==> config.mk <==
export PLATFORM = sky130hd
export DESIGN_NAME = ess_store_seq
export DESIGN_NICKNAME = d
export VERILOG_FILES = /design/src/inc/ess_pkg.sv /design/src/inc/ess_fifo_if.sv /design/src/hdl/ess_fifo.sv /design/src/hdl/ess_store_seq.sv
export SDC_FILE = /design/constraint.sdc
export NUM_CORES = 1
export LEC_CHECK = 0
export BUFFER_PORTS_ARGS = -buffer_cell sky130_fd_sc_hd__buf_2
export CORE_MARGIN = 3
export CORE_UTILIZATION = 67
export DETAILED_ROUTE_END_ITERATION = 10
export PLACE_DENSITY = 0.95
export SLEW_MARGIN = 20
export SYNTH_ARGS = -nofsm -noshare
export SYNTH_HDL_FRONTEND = slang
export SYNTH_SLANG_ARGS = --single-unit
==> constraint.sdc <==
create_clock -name clk -period 10.62 [get_ports clk]
set_input_delay 0.531 -clock clk [delete_from_list [all_inputs] [get_ports clk]]
set_output_delay 0.531 -clock clk [all_outputs]
set_load 0.01 [all_outputs]
==> src/inc/ess_pkg.sv <==
/*
 * Shared constants for the EEPROM store sequencer: scratch-pad layout,
 * reset values, control and status registers, instruction codes, states.
 * Assumes a byte-wide register port with 16-bit addresses.
 */
package ess_pkg;
  // scratch-pad entries
  localparam logic [15:0] REF_B_STORE_COUNT_OFS = 16'h0e1f;
  localparam logic [15:0] REF_B_STORE_START_OFS = 16'h0e20;
  localparam logic [15:0] REF_C_STORE_COUNT_OFS = 16'h0e22;
  localparam logic [15:0] REF_C_STORE_START_OFS = 16'h0e23;
  localparam logic [15:0] REF_D_STORE_COUNT_OFS = 16'h0e25;
  localparam logic [15:0] REF_D_STORE_START_OFS = 16'h0e26;
  localparam logic [15:0] LOOP0_GENERAL_STORE_COUNT_OFS = 16'h0e28;
  localparam logic [15:0] LOOP0_GENERAL_STORE_START_OFS = 16'h0e29;
  localparam logic [7:0] REF_B_STORE_COUNT_RST = 8'h1e;
  localparam logic [15:0] REF_B_STORE_START_RST = 16'h0320;
  localparam logic [7:0] REF_C_STORE_COUNT_RST = 8'h1e;
  localparam logic [15:0] REF_C_STORE_START_RST = 16'h0340;
  localparam logic [7:0] REF_D_STORE_COUNT_RST = 8'h1e;
  localparam logic [15:0] REF_D_STORE_START_RST = 16'h0360;
  localparam logic [7:0] LOOP0_GENERAL_STORE_COUNT_RST = 8'h1e;
  localparam logic [15:0] LOOP0_GENERAL_STORE_START_RST = 16'h0400;
  localparam int SEQ_LEN = 12;
  localparam logic [15:0] SEQ_BASE = REF_B_STORE_COUNT_OFS;
  localparam logic [15:0] SEQ_END = 16'h0e2b;
  localparam logic [3:0] CKSUM_IDX = 4'(LOOP0_GENERAL_STORE_COUNT_OFS - SEQ_BASE);
  localparam logic [7:0] SEQ_RST [SEQ_LEN] = '{
    REF_B_STORE_COUNT_RST, REF_B_STORE_START_RST[15:8], REF_B_STORE_START_RST[7:0],
    REF_C_STORE_COUNT_RST, REF_C_STORE_START_RST[15:8], REF_C_STORE_START_RST[7:0],
    REF_D_STORE_COUNT_RST, REF_D_STORE_START_RST[15:8], REF_D_STORE_START_RST[7:0],
    LOOP0_GENERAL_STORE_COUNT_RST, LOOP0_GENERAL_STORE_START_RST[15:8],
    LOOP0_GENERAL_STORE_START_RST[7:0]};
  // control and status
  localparam logic [15:0] CTRL_OFS = 16'h0e3c;
  localparam logic [15:0] STATUS_OFS = 16'h0e3d;
  localparam logic [15:0] PTR_LO_OFS = 16'h0e3e;
  localparam logic [15:0] PTR_HI_OFS = 16'h0e3f;
  localparam int CTRL_START_BIT = 0;
  // instruction codes
  localparam logic [7:0] INS_UPDATE = 8'h80;
  localparam logic [7:0] INS_CALIB = 8'h91;
  localparam int INS_CMD_BIT = 7;
  // output buffer
  localparam int FIFO_WIDTH = 24;
  localparam int FIFO_DEPTH = 8;

  typedef enum logic [3:0] {
    ESS_IDLE = 4'h0, ESS_FETCH = 4'h1, ESS_PUT_INS = 4'h3, ESS_PUT_AHI = 4'h2,
    ESS_PUT_ALO = 4'h6, ESS_ISSUE = 4'h7, ESS_WAIT = 4'h5, ESS_CAP = 4'h4,
    ESS_PUT_DAT = 4'hc, ESS_PUT_CK = 4'hd
  } ess_state_e;
endpackage

==> src/inc/ess_fifo_if.sv <==
/*
 * Byte-stream carrier between the sequencer and its output FIFO.
 * Assumes both ends share one clock.
 */
`timescale 1ns/100ps
interface ess_fifo_if #(parameter int W = 24);
  logic in_valid;
  logic in_ready;
  logic [W-1:0] in_data;
  logic out_valid;
  logic out_ready;
  logic [W-1:0] out_data;
  modport user (output in_valid, output in_data, output out_ready,
                input in_ready, input out_valid, input out_data);
  modport store (input in_valid, input in_data, input out_ready,
                 output in_ready, output out_valid, output out_data);
endinterface // ess_fifo_if

==> src/hdl/ess_fifo.sv <==
/*
 * Small FIFO with a registered output stage, valid/ready on both sides.
 * Assumes DEPTH is a power of two and a synchronous active-high reset.
 */
`timescale 1ns/100ps
module ess_fifo #(
  parameter int WIDTH = 24,
  parameter int DEPTH = 8
) (
  input wire logic clk,
  input wire logic rst,
  ess_fifo_if.store f
);
  localparam int AW = $clog2(DEPTH);
  logic [WIDTH-1:0] mem [DEPTH];
  logic [AW-1:0] wp;
  logic [AW-1:0] rp;
  logic [AW:0] count;
  wire push = f.in_valid && f.in_ready;
  // refill output stage when empty or being taken
  wire load = (count != '0) && (!f.out_valid || f.out_ready);

  // back-pressure: refuse when storage full
  assign f.in_ready = count != (AW+1)'(DEPTH);

  always_ff @(posedge clk) begin
    if (push) begin
      mem[wp] <= f.in_data;
    end
  end

  always_ff @(posedge clk) begin
    if (rst) begin
      wp <= '0;
      rp <= '0;
      count <= '0;
      f.out_valid <= 1'b0;
      f.out_data <= '0;
    end else begin
      if (push) begin
        wp <= wp + AW'(1);
      end
      if (load) begin
        f.out_data <= mem[rp];
        rp <= rp + AW'(1);
        f.out_valid <= 1'b1;
      end else if (f.out_ready) begin
        f.out_valid <= 1'b0;
      end
      count <= count + (AW+1)'(push) - (AW+1)'(load);
    end
  end
endmodule // ess_fifo

==> src/hdl/ess_store_seq.sv <==
/*
 * EEPROM store sequencer: walks the store scratch-pad, emits instruction,
 * address and copied register bytes with their EEPROM address.
 * Assumes a register map read port answering one cycle after map_rd,
 * and an EEPROM writer draining ee_* with valid/ready.
 */
// The address-and-strobe port was decided locally.
`timescale 1ns/100ps
module ess_store_seq
  import ess_pkg::*;
(
  input wire logic clk,
  input wire logic rst,
  input wire logic [15:0] addr,
  input wire logic [7:0] wr_data,
  input wire logic wr,
  input wire logic rd,
  output logic [7:0] rd_data,
  output logic map_rd,
  output logic [15:0] map_addr,
  input wire logic [7:0] map_rdata,
  output logic ee_valid,
  output logic [15:0] ee_addr,
  output logic [7:0] ee_data,
  input wire logic ee_ready
);
  ess_state_e state;
  ess_state_e next_state;
  logic [7:0] seq [SEQ_LEN];
  logic [3:0] idx;
  logic [7:0] ins;
  logic [15:0] start_q;
  logic [15:0] src;
  logic [15:0] ptr;
  logic [7:0] cnt;
  logic [7:0] byte_q;
  logic [7:0] csum;
  logic done;

  ess_fifo_if #(.W(FIFO_WIDTH)) fio ();

  ess_fifo #(.WIDTH(FIFO_WIDTH), .DEPTH(FIFO_DEPTH)) u_fifo (
    .clk(clk),
    .rst(rst),
    .f(fio.store)
  );

  // register decode
  wire busy = state != ESS_IDLE;
  wire in_seq = (addr >= SEQ_BASE) && (addr < SEQ_END);
  wire [3:0] widx = 4'(addr - SEQ_BASE);
  // scratch-pad is frozen while a run walks it
  wire seq_wr = wr && in_seq && !busy;
  wire start = wr && (addr == CTRL_OFS) && wr_data[CTRL_START_BIT] && !busy;
  wire [7:0] rd_mux = in_seq ? seq[widx] :
                      (addr == STATUS_OFS) ? {6'h00, done, busy} :
                      (addr == PTR_LO_OFS) ? ptr[7:0] :
                      (addr == PTR_HI_OFS) ? ptr[15:8] : 8'h00;

  // sequence walk
  wire [4:0] idx1 = {1'b0, idx} + 5'h01;
  wire [4:0] idx2 = {1'b0, idx} + 5'h02;
  wire [7:0] seq_a1 = (idx1 < 5'(SEQ_LEN)) ? seq[idx1[3:0]] : 8'h00;
  wire [7:0] seq_a2 = (idx2 < 5'(SEQ_LEN)) ? seq[idx2[3:0]] : 8'h00;
  // anything with the top bit set is a one-byte command
  wire is_data = !ins[INS_CMD_BIT];
  wire [4:0] idx_next = is_data ? idx2 + 5'h01 : idx1;
  wire last = idx_next >= 5'(SEQ_LEN);
  wire put_st = (state == ESS_PUT_INS) || (state == ESS_PUT_AHI) || (state == ESS_PUT_ALO) ||
                (state == ESS_PUT_DAT) || (state == ESS_PUT_CK);
  // two's complement makes the whole image sum to zero
  wire [7:0] ck_byte = 8'h00 - csum;
  wire [7:0] push_byte = (state == ESS_PUT_INS) ? ins :
                         (state == ESS_PUT_AHI) ? start_q[15:8] :
                         (state == ESS_PUT_ALO) ? start_q[7:0] :
                         (state == ESS_PUT_CK) ? ck_byte : byte_q;
  wire accept = put_st && fio.in_ready;
  wire copy_end = (state == ESS_PUT_DAT) && (cnt == 8'h00);
  wire end_entry = accept && (((state == ESS_PUT_INS) && !is_data) || (state == ESS_PUT_CK) ||
                              (copy_end && (idx != CKSUM_IDX)));

  assign fio.in_valid = put_st;
  assign fio.in_data = {ptr, push_byte};
  assign fio.out_ready = ee_ready;
  assign ee_valid = fio.out_valid;
  assign ee_addr = fio.out_data[23:8];
  assign ee_data = fio.out_data[7:0];

  always_comb begin
    next_state = state;
    unique case (state)
      ESS_IDLE: begin
        if (start) begin
          next_state = ESS_FETCH;
        end
      end
      ESS_FETCH: next_state = ESS_PUT_INS;
      ESS_PUT_INS: begin
        if (accept) begin
          next_state = is_data ? ESS_PUT_AHI : (last ? ESS_IDLE : ESS_FETCH);
        end
      end
      ESS_PUT_AHI: begin
        if (accept) begin
          next_state = ESS_PUT_ALO;
        end
      end
      ESS_PUT_ALO: begin
        if (accept) begin
          next_state = ESS_ISSUE;
        end
      end
      ESS_ISSUE: next_state = ESS_WAIT;
      ESS_WAIT: next_state = ESS_CAP;
      ESS_CAP: next_state = ESS_PUT_DAT;
      ESS_PUT_DAT: begin
        if (accept) begin
          if (cnt != 8'h00) begin
            next_state = ESS_ISSUE;
          end else if (idx == CKSUM_IDX) begin
            next_state = ESS_PUT_CK;
          end else begin
            next_state = last ? ESS_IDLE : ESS_FETCH;
          end
        end
      end
      ESS_PUT_CK: begin
        if (accept) begin
          next_state = last ? ESS_IDLE : ESS_FETCH;
        end
      end
      default: next_state = ESS_IDLE;
    endcase
  end

  always_ff @(posedge clk) begin
    if (rst) begin
      state <= ESS_IDLE;
    end else begin
      state <= next_state;
    end
  end

  always_ff @(posedge clk) begin
    if (rst) begin
      for (int i = 0; i < SEQ_LEN; i++) begin
        seq[i] <= SEQ_RST[i];
      end
    end else if (seq_wr) begin
      seq[widx] <= wr_data;
    end
  end

  always_ff @(posedge clk) begin
    if (rst) begin
      rd_data <= 8'h00;
      done <= 1'b0;
    end else begin
      rd_data <= rd ? rd_mux : 8'h00;
      if (start) begin
        done <= 1'b0;
      end else if (end_entry && last) begin
        done <= 1'b1;
      end
    end
  end

  always_ff @(posedge clk) begin
    if (rst) begin
      idx <= 4'h0;
      ins <= 8'h00;
      start_q <= 16'h0000;
    end else if (start) begin
      idx <= 4'h0;
    end else if (state == ESS_FETCH) begin
      ins <= seq[idx];
      start_q <= {seq_a1, seq_a2};
    end else if (end_entry) begin
      idx <= idx_next[3:0];
    end
  end

  always_ff @(posedge clk) begin
    if (rst) begin
      ptr <= 16'h0000;
      csum <= 8'h00;
    end else if (start) begin
      ptr <= 16'h0000;
      csum <= 8'h00;
    end else if (accept) begin
      ptr <= ptr + 16'h0001;
      csum <= csum + push_byte;
    end
  end

  always_ff @(posedge clk) begin
    if (rst) begin
      cnt <= 8'h00;
      src <= 16'h0000;
      byte_q <= 8'h00;
      map_rd <= 1'b0;
      map_addr <= 16'h0000;
    end else begin
      map_rd <= state == ESS_ISSUE;
      if (state == ESS_ISSUE) begin
        map_addr <= src;
      end
      if ((state == ESS_PUT_ALO) && accept) begin
        cnt <= ins;
        src <= start_q;
      end else if ((state == ESS_PUT_DAT) && accept && (cnt != 8'h00)) begin
        cnt <= cnt - 8'h01;
        src <= src + 16'h0001;
      end
      if (state == ESS_CAP) begin
        byte_q <= map_rdata;
      end
    end
  end

  property p_count_load;
    @(posedge clk) disable iff (rst)
    (state == ESS_PUT_ALO && accept) |=> (cnt == $past(ins)) && (src == $past(start_q));
  endproperty
  a_count_load: assert property (p_count_load) else $error("count or source not loaded");

  property p_ins_first;
    @(posedge clk) disable iff (rst)
    (state == ESS_FETCH) |=> (state == ESS_PUT_INS) && fio.in_valid && (push_byte == ins)
      && (fio.in_data[23:8] == ptr);
  endproperty
  a_ins_first: assert property (p_ins_first) else $error("instruction byte not pushed first");

  property p_addr_bytes;
    @(posedge clk) disable iff (rst)
    (state == ESS_PUT_AHI && accept) |=> (state == ESS_PUT_ALO) && (push_byte == start_q[7:0])
      && (ptr == $past(ptr) + 16'h0001);
  endproperty
  a_addr_bytes: assert property (p_addr_bytes) else $error("address bytes out of order");

  property p_map_read;
    @(posedge clk) disable iff (rst)
    (state == ESS_ISSUE) |=> map_rd && (map_addr == $past(src)) ##2 (state == ESS_PUT_DAT)
      && (byte_q == $past(map_rdata));
  endproperty
  a_map_read: assert property (p_map_read) else $error("register byte copy wrong");

  property p_defaults;
    @(posedge clk)
    $past(rst) |-> (seq[0] == 8'h1e) && ({seq[1], seq[2]} == 16'h0320) && (seq[3] == 8'h1e)
      && ({seq[4], seq[5]} == 16'h0340) && (seq[6] == 8'h1e) && ({seq[7], seq[8]} == 16'h0360)
      && (seq[9] == 8'h1e) && ({seq[10], seq[11]} == 16'h0400);
  endproperty
  a_defaults: assert property (p_defaults) else $error("scratch-pad defaults wrong");

  property p_cksum;
    @(posedge clk) disable iff (rst)
    (state == ESS_PUT_CK && accept) |=> (csum == 8'h00) && (idx == CKSUM_IDX + 4'h3);
  endproperty
  a_cksum: assert property (p_cksum) else $error("checksum does not close image");

  property p_update;
    @(posedge clk) disable iff (rst)
    (state == ESS_PUT_INS && accept && ins == INS_UPDATE) |=> (state inside {ESS_FETCH, ESS_IDLE})
      && (ptr == $past(ptr) + 16'h0001) ##1 !map_rd;
  endproperty
  a_update: assert property (p_update) else $error("update command copied data");

  property p_calib;
    @(posedge clk) disable iff (rst)
    (state == ESS_PUT_INS && accept && ins == INS_CALIB) |=> (state inside {ESS_FETCH, ESS_IDLE})
      && (ptr == $past(ptr) + 16'h0001);
  endproperty
  a_calib: assert property (p_calib) else $error("calibration command mishandled");

  property p_ascend;
    @(posedge clk) disable iff (rst)
    ($changed(idx) && $past(state) != ESS_IDLE) |-> (idx > $past(idx)) && (state inside {ESS_FETCH, ESS_IDLE});
  endproperty
  a_ascend: assert property (p_ascend) else $error("entry walk not ascending");

  logic [7:0] copied;
  always_ff @(posedge clk) begin
    if (rst) begin
      copied <= 8'h00;
    end else if ((state == ESS_PUT_ALO) && accept) begin
      copied <= 8'h00;
    end else if ((state == ESS_PUT_DAT) && accept) begin
      copied <= copied + 8'h01;
    end
  end

  property p_copy_len;
    @(posedge clk) disable iff (rst)
    (copy_end && accept) |-> (copied == ins);
  endproperty
  a_copy_len: assert property (p_copy_len) else $error("copy length differs from instruction");

  property p_ptr_step;
    @(posedge clk) disable iff (rst)
    accept |=> (ptr == $past(ptr) + 16'h0001);
  endproperty
  a_ptr_step: assert property (p_ptr_step) else $error("pointer not advanced by one");

  property p_stall_hold;
    @(posedge clk) disable iff (rst)
    (put_st && !fio.in_ready) |=> $stable(state) && $stable(push_byte) && $stable(ptr);
  endproperty
  a_stall_hold: assert property (p_stall_hold) else $error("byte changed while fifo full");

  property p_ck_loop;
    @(posedge clk) disable iff (rst)
    (state == ESS_PUT_CK) |-> (idx == CKSUM_IDX) && is_data;
  endproperty
  a_ck_loop: assert property (p_ck_loop) else $error("checksum outside loop entry");

  property p_frozen;
    @(posedge clk) disable iff (rst)
    (busy && wr && in_seq) |=> (seq[$past(widx)] == $past(seq[widx]));
  endproperty
  a_frozen: assert property (p_frozen) else $error("scratch-pad changed during run");

  c_run_done: cover property (@(posedge clk) disable iff (rst) $fell(busy) && done);
  c_cksum: cover property (@(posedge clk) disable iff (rst) state == ESS_PUT_CK && accept);
  c_stall: cover property (@(posedge clk) disable iff (rst) put_st && !fio.in_ready);
  c_calib: cover property (@(posedge clk) disable iff (rst) state == ESS_PUT_INS && ins == INS_CALIB);
  c_update: cover property (@(posedge clk) disable iff (rst) state == ESS_PUT_INS && ins == INS_UPDATE && accept);
endmodule // ess_store_seq

Yosys cells after proc, flatten, opt, wreduce, memory -nomap -nowiden --
Memories as Yosys holds them, arrays and structs flattened. A register that Yosys moved wholly into a read port is not among the register bits. Cells that the tools add are included.
Storage, ports and cells: logic and storage cells 137, memories 2, output and inout port bits 50, RAM bits 288, bits in registers 117, input bits 37
Cells by class: order comparisons 5, eq/ne operators 22, bitwise logic cells 3, reduce and logical (&&, ||, !) cells 38, mux-type cells 38, add/subtract/negate cells 13
Memory list:
- u_fifo.mem | words 8, width 24, read ports 1, clocked after Yosys merged registers in 1, write ports 1, line ess_fifo.sv:15 | logic [WIDTH-1:0] mem [DEPTH];
- seq | words 12, width 8, read ports 4, clocked after Yosys merged registers in 1, write ports 12, line ess_store_seq.sv:29 | logic [7:0] seq [SEQ_LEN];
Operator list (number):
- $mux W8 | 13
- $eq A16 B12 Y1 const B | 4
- $mux W4 | 10
- $pmux W4 S10 | 1
- $add A16 B1 Y16 const B | 2
- $mux W16 | 2
- $eq A4 B3 Y1 const B | 4
- $ge A16 B12 Y1 const B | 1
- $logic_and A1 B1 Y1 | 16
- $lt A16 B12 Y1 const B | 1
- $eq A4 B4 Y1 const B | 3
- $ne A2 B2 Y1 const B | 6
- $mux W1 | 11
- $lt A5 B4 Y1 const B | 2
- $add A8 B8 Y8 | 1
- $eq A4 B2 Y1 const B | 2
- $logic_not A8 Y1 | 1
- $ne A4 B4 Y1 const B | 2
- $reduce_bool A4 Y1 | 2
- $reduce_bool A8 Y1 | 1
- $reduce_or A8 Y1 | 1
- $sub A1 B8 Y8 const A | 1
- $sub A8 B1 Y8 const B | 1
- $logic_or A1 B1 Y1 | 7
- other kinds (17) | 24

Longest topological paths before layout --
Gate-level depths: netlist (run 1).
depth in word-level cells 10, gate-level depth with buffers 17, mapped depth without buffers 14

Hierarchy --
A second synthesis (run 1) with hierarchy kept.
Unflattened totals: cells, all modules 1796, area, all modules 22909.5 sq um
By module, submodules not included:
- ess_store_seq | times used 1, sequential area each 6125.9 sq um, cells each 1311, area an instance 14272.4 sq um
- ess_fifo | times used 1, sequential area each 6466.2 sq um, cells each 485, area an instance 8637.0 sq um

Worst setup path before layout (run 1) --
Ideal clock, no wire load.
path kind reg2reg, start point register state[1], end point memory u_fifo.mem[1][0] (enable), buffers on the path 0, setup time 475 ps, cell stages (with the launch flop) 5, period minus slack after synthesis 4056 ps, slack 6564 ps, arrival 3581 ps, required time 10145 ps, path through dfxtp_1 -> a21bo_2 -> o21ai_0 -> nand2_1 -> nor4b_1
Between the ends: word-level cells in the longest chain between the ends 8, elaborated cells between the ends (all ways) 12, those cells by class eq/ne (5); mux (2); reduce/logical (5)
RTL lines:
- from (decl) | line ess_store_seq.sv:27 | ess_state_e state;
- from (signal assigned) | line ess_store_seq.sv:140 | state <= next_state;
- $eq A4 B2 Y1 | line ess_store_seq.sv:69 | wire put_st = (state == ESS_PUT_INS) || (state == ESS_PUT_AHI) || (state == ESS_PUT_ALO) ||
- $logic_or A1 B1 Y1 (3 in a row) | line ess_store_seq.sv:69
- $logic_or A1 B1 Y1 (*) | line ess_store_seq.sv:70 | (state == ESS_PUT_DAT) || (state == ESS_PUT_CK);
- $logic_and A1 B1 Y1 (*) | line ess_fifo.sv:19 | wire push = f.in_valid && f.in_ready;
- $mux W1 (*) | line ess_fifo.sv:27 | if (push) begin
- $mux W1 (not written as such) (*) | line ess_fifo.sv:28 | mem[wp] <= f.in_data;
- to (decl) | line ess_fifo.sv:15
Every way passes the cells marked *; elsewhere a longest branch is shown, timed or not.

Worst setup path after layout (run 1) --
start point register state[0], end point register csum[7]
Between the ends: word-level cells in the longest chain between the ends 6, elaborated cells between the ends (all ways) 19, those cells by class add/sub (1); eq/ne (5); mux (4); reduce/logical (9)
RTL lines:
- $eq A4 B4 Y1 | line ess_store_seq.sv:76 | (state == ESS_PUT_CK) ? ck_byte : byte_q;
- $mux W8 | line ess_store_seq.sv:76
- $mux W8 | line ess_store_seq.sv:75 | (state == ESS_PUT_ALO) ? start_q[7:0] :
- $mux W8 | line ess_store_seq.sv:74 | (state == ESS_PUT_AHI) ? start_q[15:8] :
- $mux W8 (*) | line ess_store_seq.sv:73 | wire [7:0] push_byte = (state == ESS_PUT_INS) ? ins :
- named net push_byte[5] | line ess_store_seq.sv:73
- $add A8 B8 Y8 (*) | line ess_store_seq.sv:192 | csum <= csum + push_byte;
- to (signal assigned) | line ess_store_seq.sv:192
- to (decl) | line ess_store_seq.sv:37 | logic [7:0] csum;
The timed path passes the listed nets; every way through them passes the cells marked *. A chain may end at the register's enable or synchronous reset.

==> summary.md, run 1 <==
| Metric | Value |
|---|---|
| CP Data Required Time | approximately 11000 ps |
| Worst IR drop on VDD | roughly 0.22 mV |
| Worst path arrival time | about 4900 ps |
| Top cell by count, worst path | o21ai_0 |
| Initial Util | between 60 and 70% |
| Count of final setup violators | 0 |
| Critical Path Start Type | flop |
| Hold crit path type | in2reg |
| Worst-margin pin slew | 1223 ps |
| CTS Hold Buffers Added | 0 |
| Final instance area | ~25000 sq um |
| Layout Skew | around 36 ps |
| Post-synth EDFFs | 320 |
| Cell area after synthesis | about 23000 sq um |
| Final Non-Filler Cells | 2254 |
| Unrepaired setup endpoints after global routing | no |
| Register area share after synthesis | 55.36% |
| Number of buffers created by CTS | 46 |
| Period minus WS final | about 4400 ps |
| Fraction of registers with async set/reset | 0% |
| Post-CTS setup buffers | 0 |
| Row count | 66 |
| Core area | approximately 33000 sq um |
| Post-CTS resize count | 0 |
| Critical-path top delay cell | o21ai_0 |
| Crit-path max cell delay | 950 ps |
| Antenna violations before repair | 0 |
| Antenna Violating Nets Remaining | 0 |
| FF+latch count, synth | 469 |
| Crit Path Class | reg2reg |
| CTS tree | built |
| Clk slew on worst S/H paths | roughly 60 ps |
| First-pass GRT wire length | 95190 um |
| Drt pass-1 iters | 6 |
| Avg Inst Size Synth | 13.06 sq um |
| Final count of hold timing violations | 0 |
| Mapped Nets | between 1500 and 2000 |
| Final TNS setup | 0 ps |
| Power Density | 186.5 nW/um^2 |
| Fraction of layout cells with a size suffix above 1 | a little over a fifth |
| Highest Clock Rate | 228.5 MHz |
| IO Port Bufs | 86 |
| Synth warnings | 0 |
| Drt drc | 0 |
| Drt wl/cell | about 28 um |
| Crit. End Element | flop |
| Max Transition Viols Final | 0 |
| Clk Tree Root Cell | clkbuf_16 |
| Number of global-route vias before repair | roughly 16000 |
| Gate Count Post-Synth | ~1700 |
| Prevailing post-synth register cell | edfxtp_1 |
| Cells after DPL | 2170 |
| Largest net degree at the start of global routing | 100 |
| Clk_lat worst skew | 610 ps |
| IO Pins | 87 |
| Dpl cell area | approximately 24000 sq um |
| DR iter-0 viols | about 2400 |
| Antenna diode instance count | 0 |
| Worst-path cell chain | inv_1 > or2_2 > o211ai_1 > o21ai_0 > o21ai_0 > ha_1 > nor3_1 > nor2_1 > o41ai_1 > nand2_1 > mux2i_1 > mux2_2 |
| Die width | between 150 and 200 um |
| Grt total ovfl | 0 |
| Via count | 16120 |
| Vias per cell | 7.152 |
| Status | finished, final reports clean |
| H-tree Lvls | 2 |
| Relative slew slack | roughly 18% |
| Crit-path max FO | 17 |
| Gr usage total | a little over a third |
| Tcrit/Tclk final | between 40% and 50% |
| Sink Count | roughly 470 |
| Final HPWL DP | roughly 40000 um |
| Die Height | 190.3 um |
| Die area | roughly 36000 sq um |
| DRT Wirelength | approximately 63000 um |
| Max Cap Viol | 0 |
| Fin util | between 70% and 80% |
| Final #Nets | about 1800 |
| Lkg Pwr | about 8.6 nW |
| Synth-to-Final Area Change | 10.61% |
| Clk buf depth | 3 |
| GPL Wtd Cong | between 0.9 and 1 |
| Library cells used by synthesis | 67 |
stage by stage:
stage                     hold slack [ps]  worst slack, ps  power (mW)
after floorplan                     431.9             6564       2.665
after global placement              440.6             6606       2.853
after detailed placement            444.9             6319       2.915
after CTS                           175.5             6364       4.693
after global routing                193.3             5941       4.827
final                               189.4             6244       4.693
cell usage after synthesis (5+ instances only):
cell         n  area [sq um]
a22oi_1     18         135.1
nor2_1     150         563.0
buf_2        9         45.04
xor2_1      27         236.5
mux4_2     157          3536
and2_1      77         481.7
nor2b_1      6         37.54
o21ai_0     44         220.2
ha_1        29         362.9
a2111oi_0    5         43.79
nor4_1      11         68.82
or2_2       17         106.4
a211oi_1    55         412.9
nand2_1    140         525.5
nand2b_1    14         87.58
or3_1       35         219.0
clkbuf_1    94         352.8
buf_1       22         82.58
a31oi_1      8         50.05
nor3b_1      7         52.55
edfxtp_1   320          9609
nor3_1      22         110.1
nand4_1      7         43.79
a21oi_1     71         355.3
a21o_1       5         37.54
a22o_1      10         87.58
dfxtp_1    149          2983
a32oi_1      8         70.07
mux2i_1     71         710.7
xnor2_1     20         175.2
nand3_1     33         165.2
o211ai_1     8         60.06
mux2_2       6         67.56
inv_1       27         101.4
and3_1      11         68.82
a221oi_1     6         52.55
state kept, by name, indices dropped and copies added (netlist names):
signal and count:
map_addr 16, src 16, byte_q 8, u_fifo.mem 192, ins 8, seq 128
start_q 16, ptr 16, u_fifo.count 4, u_fifo.f.out_valid 1, u_fifo.rp 3, done 1
u_fifo.wp 3, idx 4, cnt 8, u_fifo.f.out_data 24, csum 8, rd_data 8
state 4, map_rd 1
placed cells by master, fill, tap and decap left out, types with 6 or more instances in the layout:
cell         n
mux2i_1     71
mux2_2       6
or3_1       35
nor2_1     149
a21oi_1     71
a211oi_1    55
ha_1        28
nand4_1      7
and2_1      77
nor4_1      10
and3_1      11
o211ai_1     8
dfxtp_1    145
o21ai_0     44
a22oi_1     18
buf_2       85
nand3_1     33
xor2_1      26
nand2b_1    14
xnor2_1     20
bufinv_16    8
clkbuf_16   46
a22o_1      10
inv_1       27
a32oi_1      8
a221oi_1     6
mux4_2     157
buf_4       29
nor2b_1      6
edfxtp_1   320
nor3_1      19
or2_2       17
a31oi_1      8
nand2_1    140
final timing paths:
kind	from	to	slack (ps)	cells after the start
min	map_rdata[1]	byte_q[1]$_SDFFE_PP0N_	190	3
max reg2reg	state[0]$_SDFFE_PP0P_	csum[7]$_SDFFE_PP0P_	6240	12
max	state[0]$_SDFFE_PP0P_	csum[7]$_SDFFE_PP0P_	6240	12
min reg2reg	map_addr[1]$_SDFFE_PP0P_	map_addr[1]$_SDFFE_PP0P_	460	2
routing by layer:
metal | part of all wire [%] | GRT usage (%)
met1 | 33 | 43.87
met2 | 49 | 58.18
met3 | 11 | 7.279
met4 | 6.1 | 17.73
met5 | 0 | 0
kinds of logic after synthesis:
logic type	count (synthesis)	share of synthesized area, %
AOI/OAI and AO/OA	257	7.432
xor gates and xnor gates	47	1.810
adders and majority gates	31	1.771
buffers and inverters	154	2.613
DFF	469	55.36
muxes	234	18.97
and+or+nand+nor	549	12.05
worst max-delay path: cells and delay by family (launching register included):
family	cells	cell delay (ps)
mux	2	520
simple gates	4	880
buf+inv	1	340
flops	1	690
fa+ha+maj	1	450
compound gates	4	1370
cell type report:
| class | instances | area, sq um |
|---|---|---|
| clock buffers | 55 | 1225 |
| clock inverters | 29 | 406.6 |
| fillers | 1899 | 7874 |
| inverters | 27 | 101.3 |
| multi-input cells | 1118 | 9627 |
| flip-flops and latches | 469 | 12600 |
| well taps | 442 | 553.0 |
| repair buffers | 114 | 643.1 |
report_power, final:
part / switching [mW] / internal [mW]
registers: 0.117 / 2.03
logic: 0.431 / 0.342
clock network: 0.744 / 1.03
total: 1.29 / 3.40
Note: power is estimated with default switching activity, not from simulation.
==> run 2, diff against run 1 <==
CORE_UTILIZATION = 56   (was 67)
PLACE_DENSITY = 0.88   (was 0.95)
clock period = 3.9 ns   (was 10.62 ns; I/O delays follow)
==> summary.md, run 2 (synthesis gave the netlist of run 1 again) <==
| Metric | Value |
|---|---|
| Status | finished, final reports clean |
| DR iter-0 viols | 2046 (-14%) |
| Die Height | 207.5 um (+9.1%) |
| Layout Skew | 49.07 ps (+13.29 ps) |
| Die area | 43070 sq um (+19%) |
| Count of final setup violators | 0 (unchanged) |
| Commonest non-fill, non-tap cell in the layout | edfxtp_1 |
| Number of global-route vias before repair | 15308 (-3.9%) |
| Period minus WS final | 3674 ps (-702.4 ps) |
| Crit Path Class | reg2reg |
| Worst-margin pin slew | 982.0 ps (-240.6 ps) |
| Synth-to-Final Area Change | 13.39% |
| Final count of hold timing violations | 0 (unchanged) |
| Core area | 39910 sq um (+21%) |
| Clk Tree Root Cell | clkbuf_16 |
| Clk_lat worst skew | 620 ps (about the same) |
| Crit-path max FO | 14 (-3) |
| R2R Setup Slk | 230 ps (-6020 ps) |
| Unrepaired setup endpoints after global routing | no |
| Lkg Pwr | 8.827 nW (+3.2%) |
| Critical-path top delay cell | a21oi_1 |
| Drt pass-1 iters | 5 (-1) |
| Die width | 207.5 um (+9.1%) |
| Post-CTS resize count | 0 (unchanged) |
| Clk slew on worst S/H paths | 60 ps (about the same) |
| Worst path arrival time | 4170 ps (-690 ps) |
| Final instance area | 25790 sq um (+2.5%) |
| DRT Wirelength | 59200 um (-6.0%) |
| Worst-path cell chain | nand3b_4 > or2_2 > o21ai_0 > a22oi_1 > a21oi_1 > ha_1 > a21oi_1 > o211ai_1 > o41ai_1 > nand2b_1 > mux2i_1 > mux2_2 |
| CTS tree | built |
| Final #Nets | 1882 (+2.1%) |
| Most frequent cells in the layout | edfxtp_1, mux4_2, nor2_1 |
| Largest regs | u_fifo.mem x192, seq x128, u_fifo.f.out_data x24 |
| Gr usage total | 27.01% (-7.9 points) |
| DP Worst Slack | 420.8 ps (-5899 ps) |
| Crit. End Element | flop |
| Clk buf depth | 3 (unchanged) |
| Highest Clock Rate | 272.2 MHz (+19%) |
| Final TNS setup | 0 ps (unchanged) |
| Worst r2r src | state[3]$_SDFFE_PP0P_ |
| Final HPWL DP | 38550 um (-1.9%) |
| IO Port Bufs | 86 (unchanged) |
| Tcrit/Tclk final | 94.20% (+53 points) |
| Layout fillers | 2722 (+43%) |
| Top cell by count, worst path | a21oi_1 |
| R2r endpoint | csum[7]$_SDFFE_PP0P_ |
| Crit-path max cell delay | 660 ps (-290 ps) |
| Initial Util | 56.99% (-12 points) |
| CP Data Required Time | 4400 ps (-6700 ps) |
| H-tree Lvls | 2 (unchanged) |
| Grt total ovfl | 0 (unchanged) |
| Hold Crit Start | wr_data[5] |
| Max Transition Viols Final | 0 (unchanged) |
| Relative slew slack | 34.53% (+17 points) |
| GPL Wtd Cong | 1.006 (+2.8%) |
| Sink Count | 469 (unchanged) |
| Final setup margin | 226.3 ps (-6018 ps) |
| Hold path cells | 1 (-2) |
| Largest net degree at the start of global routing | 81 (-19%) |
| First-pass GRT wire length | 90620 um (-4.8%) |
| Worst r2r path cells | 12 (unchanged) |
| IO Pins | 87 (unchanged) |
| Worst Hold Endpoint | seq[13][5]$_DFFE_PP_ |
| Antenna violations before repair | 0 (unchanged) |
| Antenna diode instance count | 0 (unchanged) |
| Drt drc | 0 (unchanged) |
| Via count | 15529 (-3.7%) |
| Max Cap Viol | 0 (unchanged) |
| Critical Path Start Type | flop |
| Vias per cell | 6.525 (-8.8%) |
| Drt wl/cell | 24.88 um (-11%) |
| Hold crit path type | in2reg |
| Dpl cell area | 23860 sq um (+1.4%) |
| Antenna Violating Nets Remaining | 0 (unchanged) |
| Power Density | 500.3 nW/um^2 (+170%) |
| Max reg flops | 192 (unchanged) |
| Number of buffers created by CTS | 49 (+6.5%) |
| Most flop-heavy register | u_fifo.mem |
| Fraction of layout cells with a size suffix above 1 | 23.18% (+1.3 points) |
| Worst IR drop on VDD | 0.3855 mV (+78%) |
| Row count | 73 (+11%) |
-- run 2: cell types whose count changed in the layout (fill, tap and decap cells not counted), moves of 2 or more --
| cell | change |
|---|---|
| buf_12 | +2 |
| buf_4 | +23 |
| bufinv_16 | -3 |
| clkbuf_16 | +7 |
| clkbuf_8 | +6 |
| clkinv_2 | -2 |
| clkinvlp_4 | -2 |
| dlygate4sd3_1 | +10 |
-- run 2: stage by stage --
step | utilization, % | std cells | hold slack [ps] | power, mW
floorplan | - | 1741 | 293.9 | 7.257
global placement | 59.78 | 2278 | 439.7 | 7.791
detailed placement | 59.78 | 2278 | 443.5 | 7.890
CTS | 64.58 | 2380 | 2.669 | 12.96
global route | 64.62 | 2380 | 13.65 | 13.36
finish | 64.62 | 2380 | 23.58 | 12.90
-- run 2: area by class of cell --
cell class / count / area [sq um] / area share [%]
Multi-Input combinational cell: 1118 / 9654 / 37.43
Clock inverter: 23 / 329.1 / 1.276
Inverter: 27 / 101.3 / 0.3930
Timing Repair Buffer: 149 / 955.9 / 3.706
Tap cell: 525 / 656.9 / 2.547
Sequential cell: 469 / 12600 / 48.87
Clock buffer: 69 / 1490 / 5.778
-- run 2: worst max-delay path, delay by kind of cell, from the launching register on --
kind	cells	cell delay, ps
compound gates	6	1490
fa+ha+maj	1	330
flops	1	530
mux	2	540
simple gates	3	660
-- run 2: worst max-delay path by stage --
stage | startpoint | end
2_1_floorplan | state[1]$_SDFFE_PP0P_ | u_fifo.mem[6][0]$_DFFE_PP_
3_3_place_gp | state[3]$_SDFFE_PP0P_ | csum[7]$_SDFFE_PP0P_
4_1_cts | state[3]$_SDFFE_PP0P_ | csum[7]$_SDFFE_PP0P_
3_5_place_dp | state[3]$_SDFFE_PP0P_ | csum[7]$_SDFFE_PP0P_
6_report | state[3]$_SDFFE_PP0P_ | csum[7]$_SDFFE_PP0P_
5_1_grt | state[3]$_SDFFE_PP0P_ | csum[7]$_SDFFE_PP0P_
-- run 2: per-layer routing --
layer,share of wire [%],track usage [%]
met5,0,0
met4,3.9,10.11
met3,9.9,5.516
met2,49,44.70
met1,37,35.71
-- run 2: power by group --
group	switching (mW)	leakage [nW]	internal, mW
registers	0.356	4.17	5.53
logic	0.999	3.78	0.945
clock network	2.04	0.879	3.04
total	3.39	8.83	9.51
-- run 2: what timing repair did --
action / 4_1_cts / 5_1_grt
setup buffers: 0 / 0
endpoints found under the hold margin: 14 / 0
hold buffers: 10 / 0
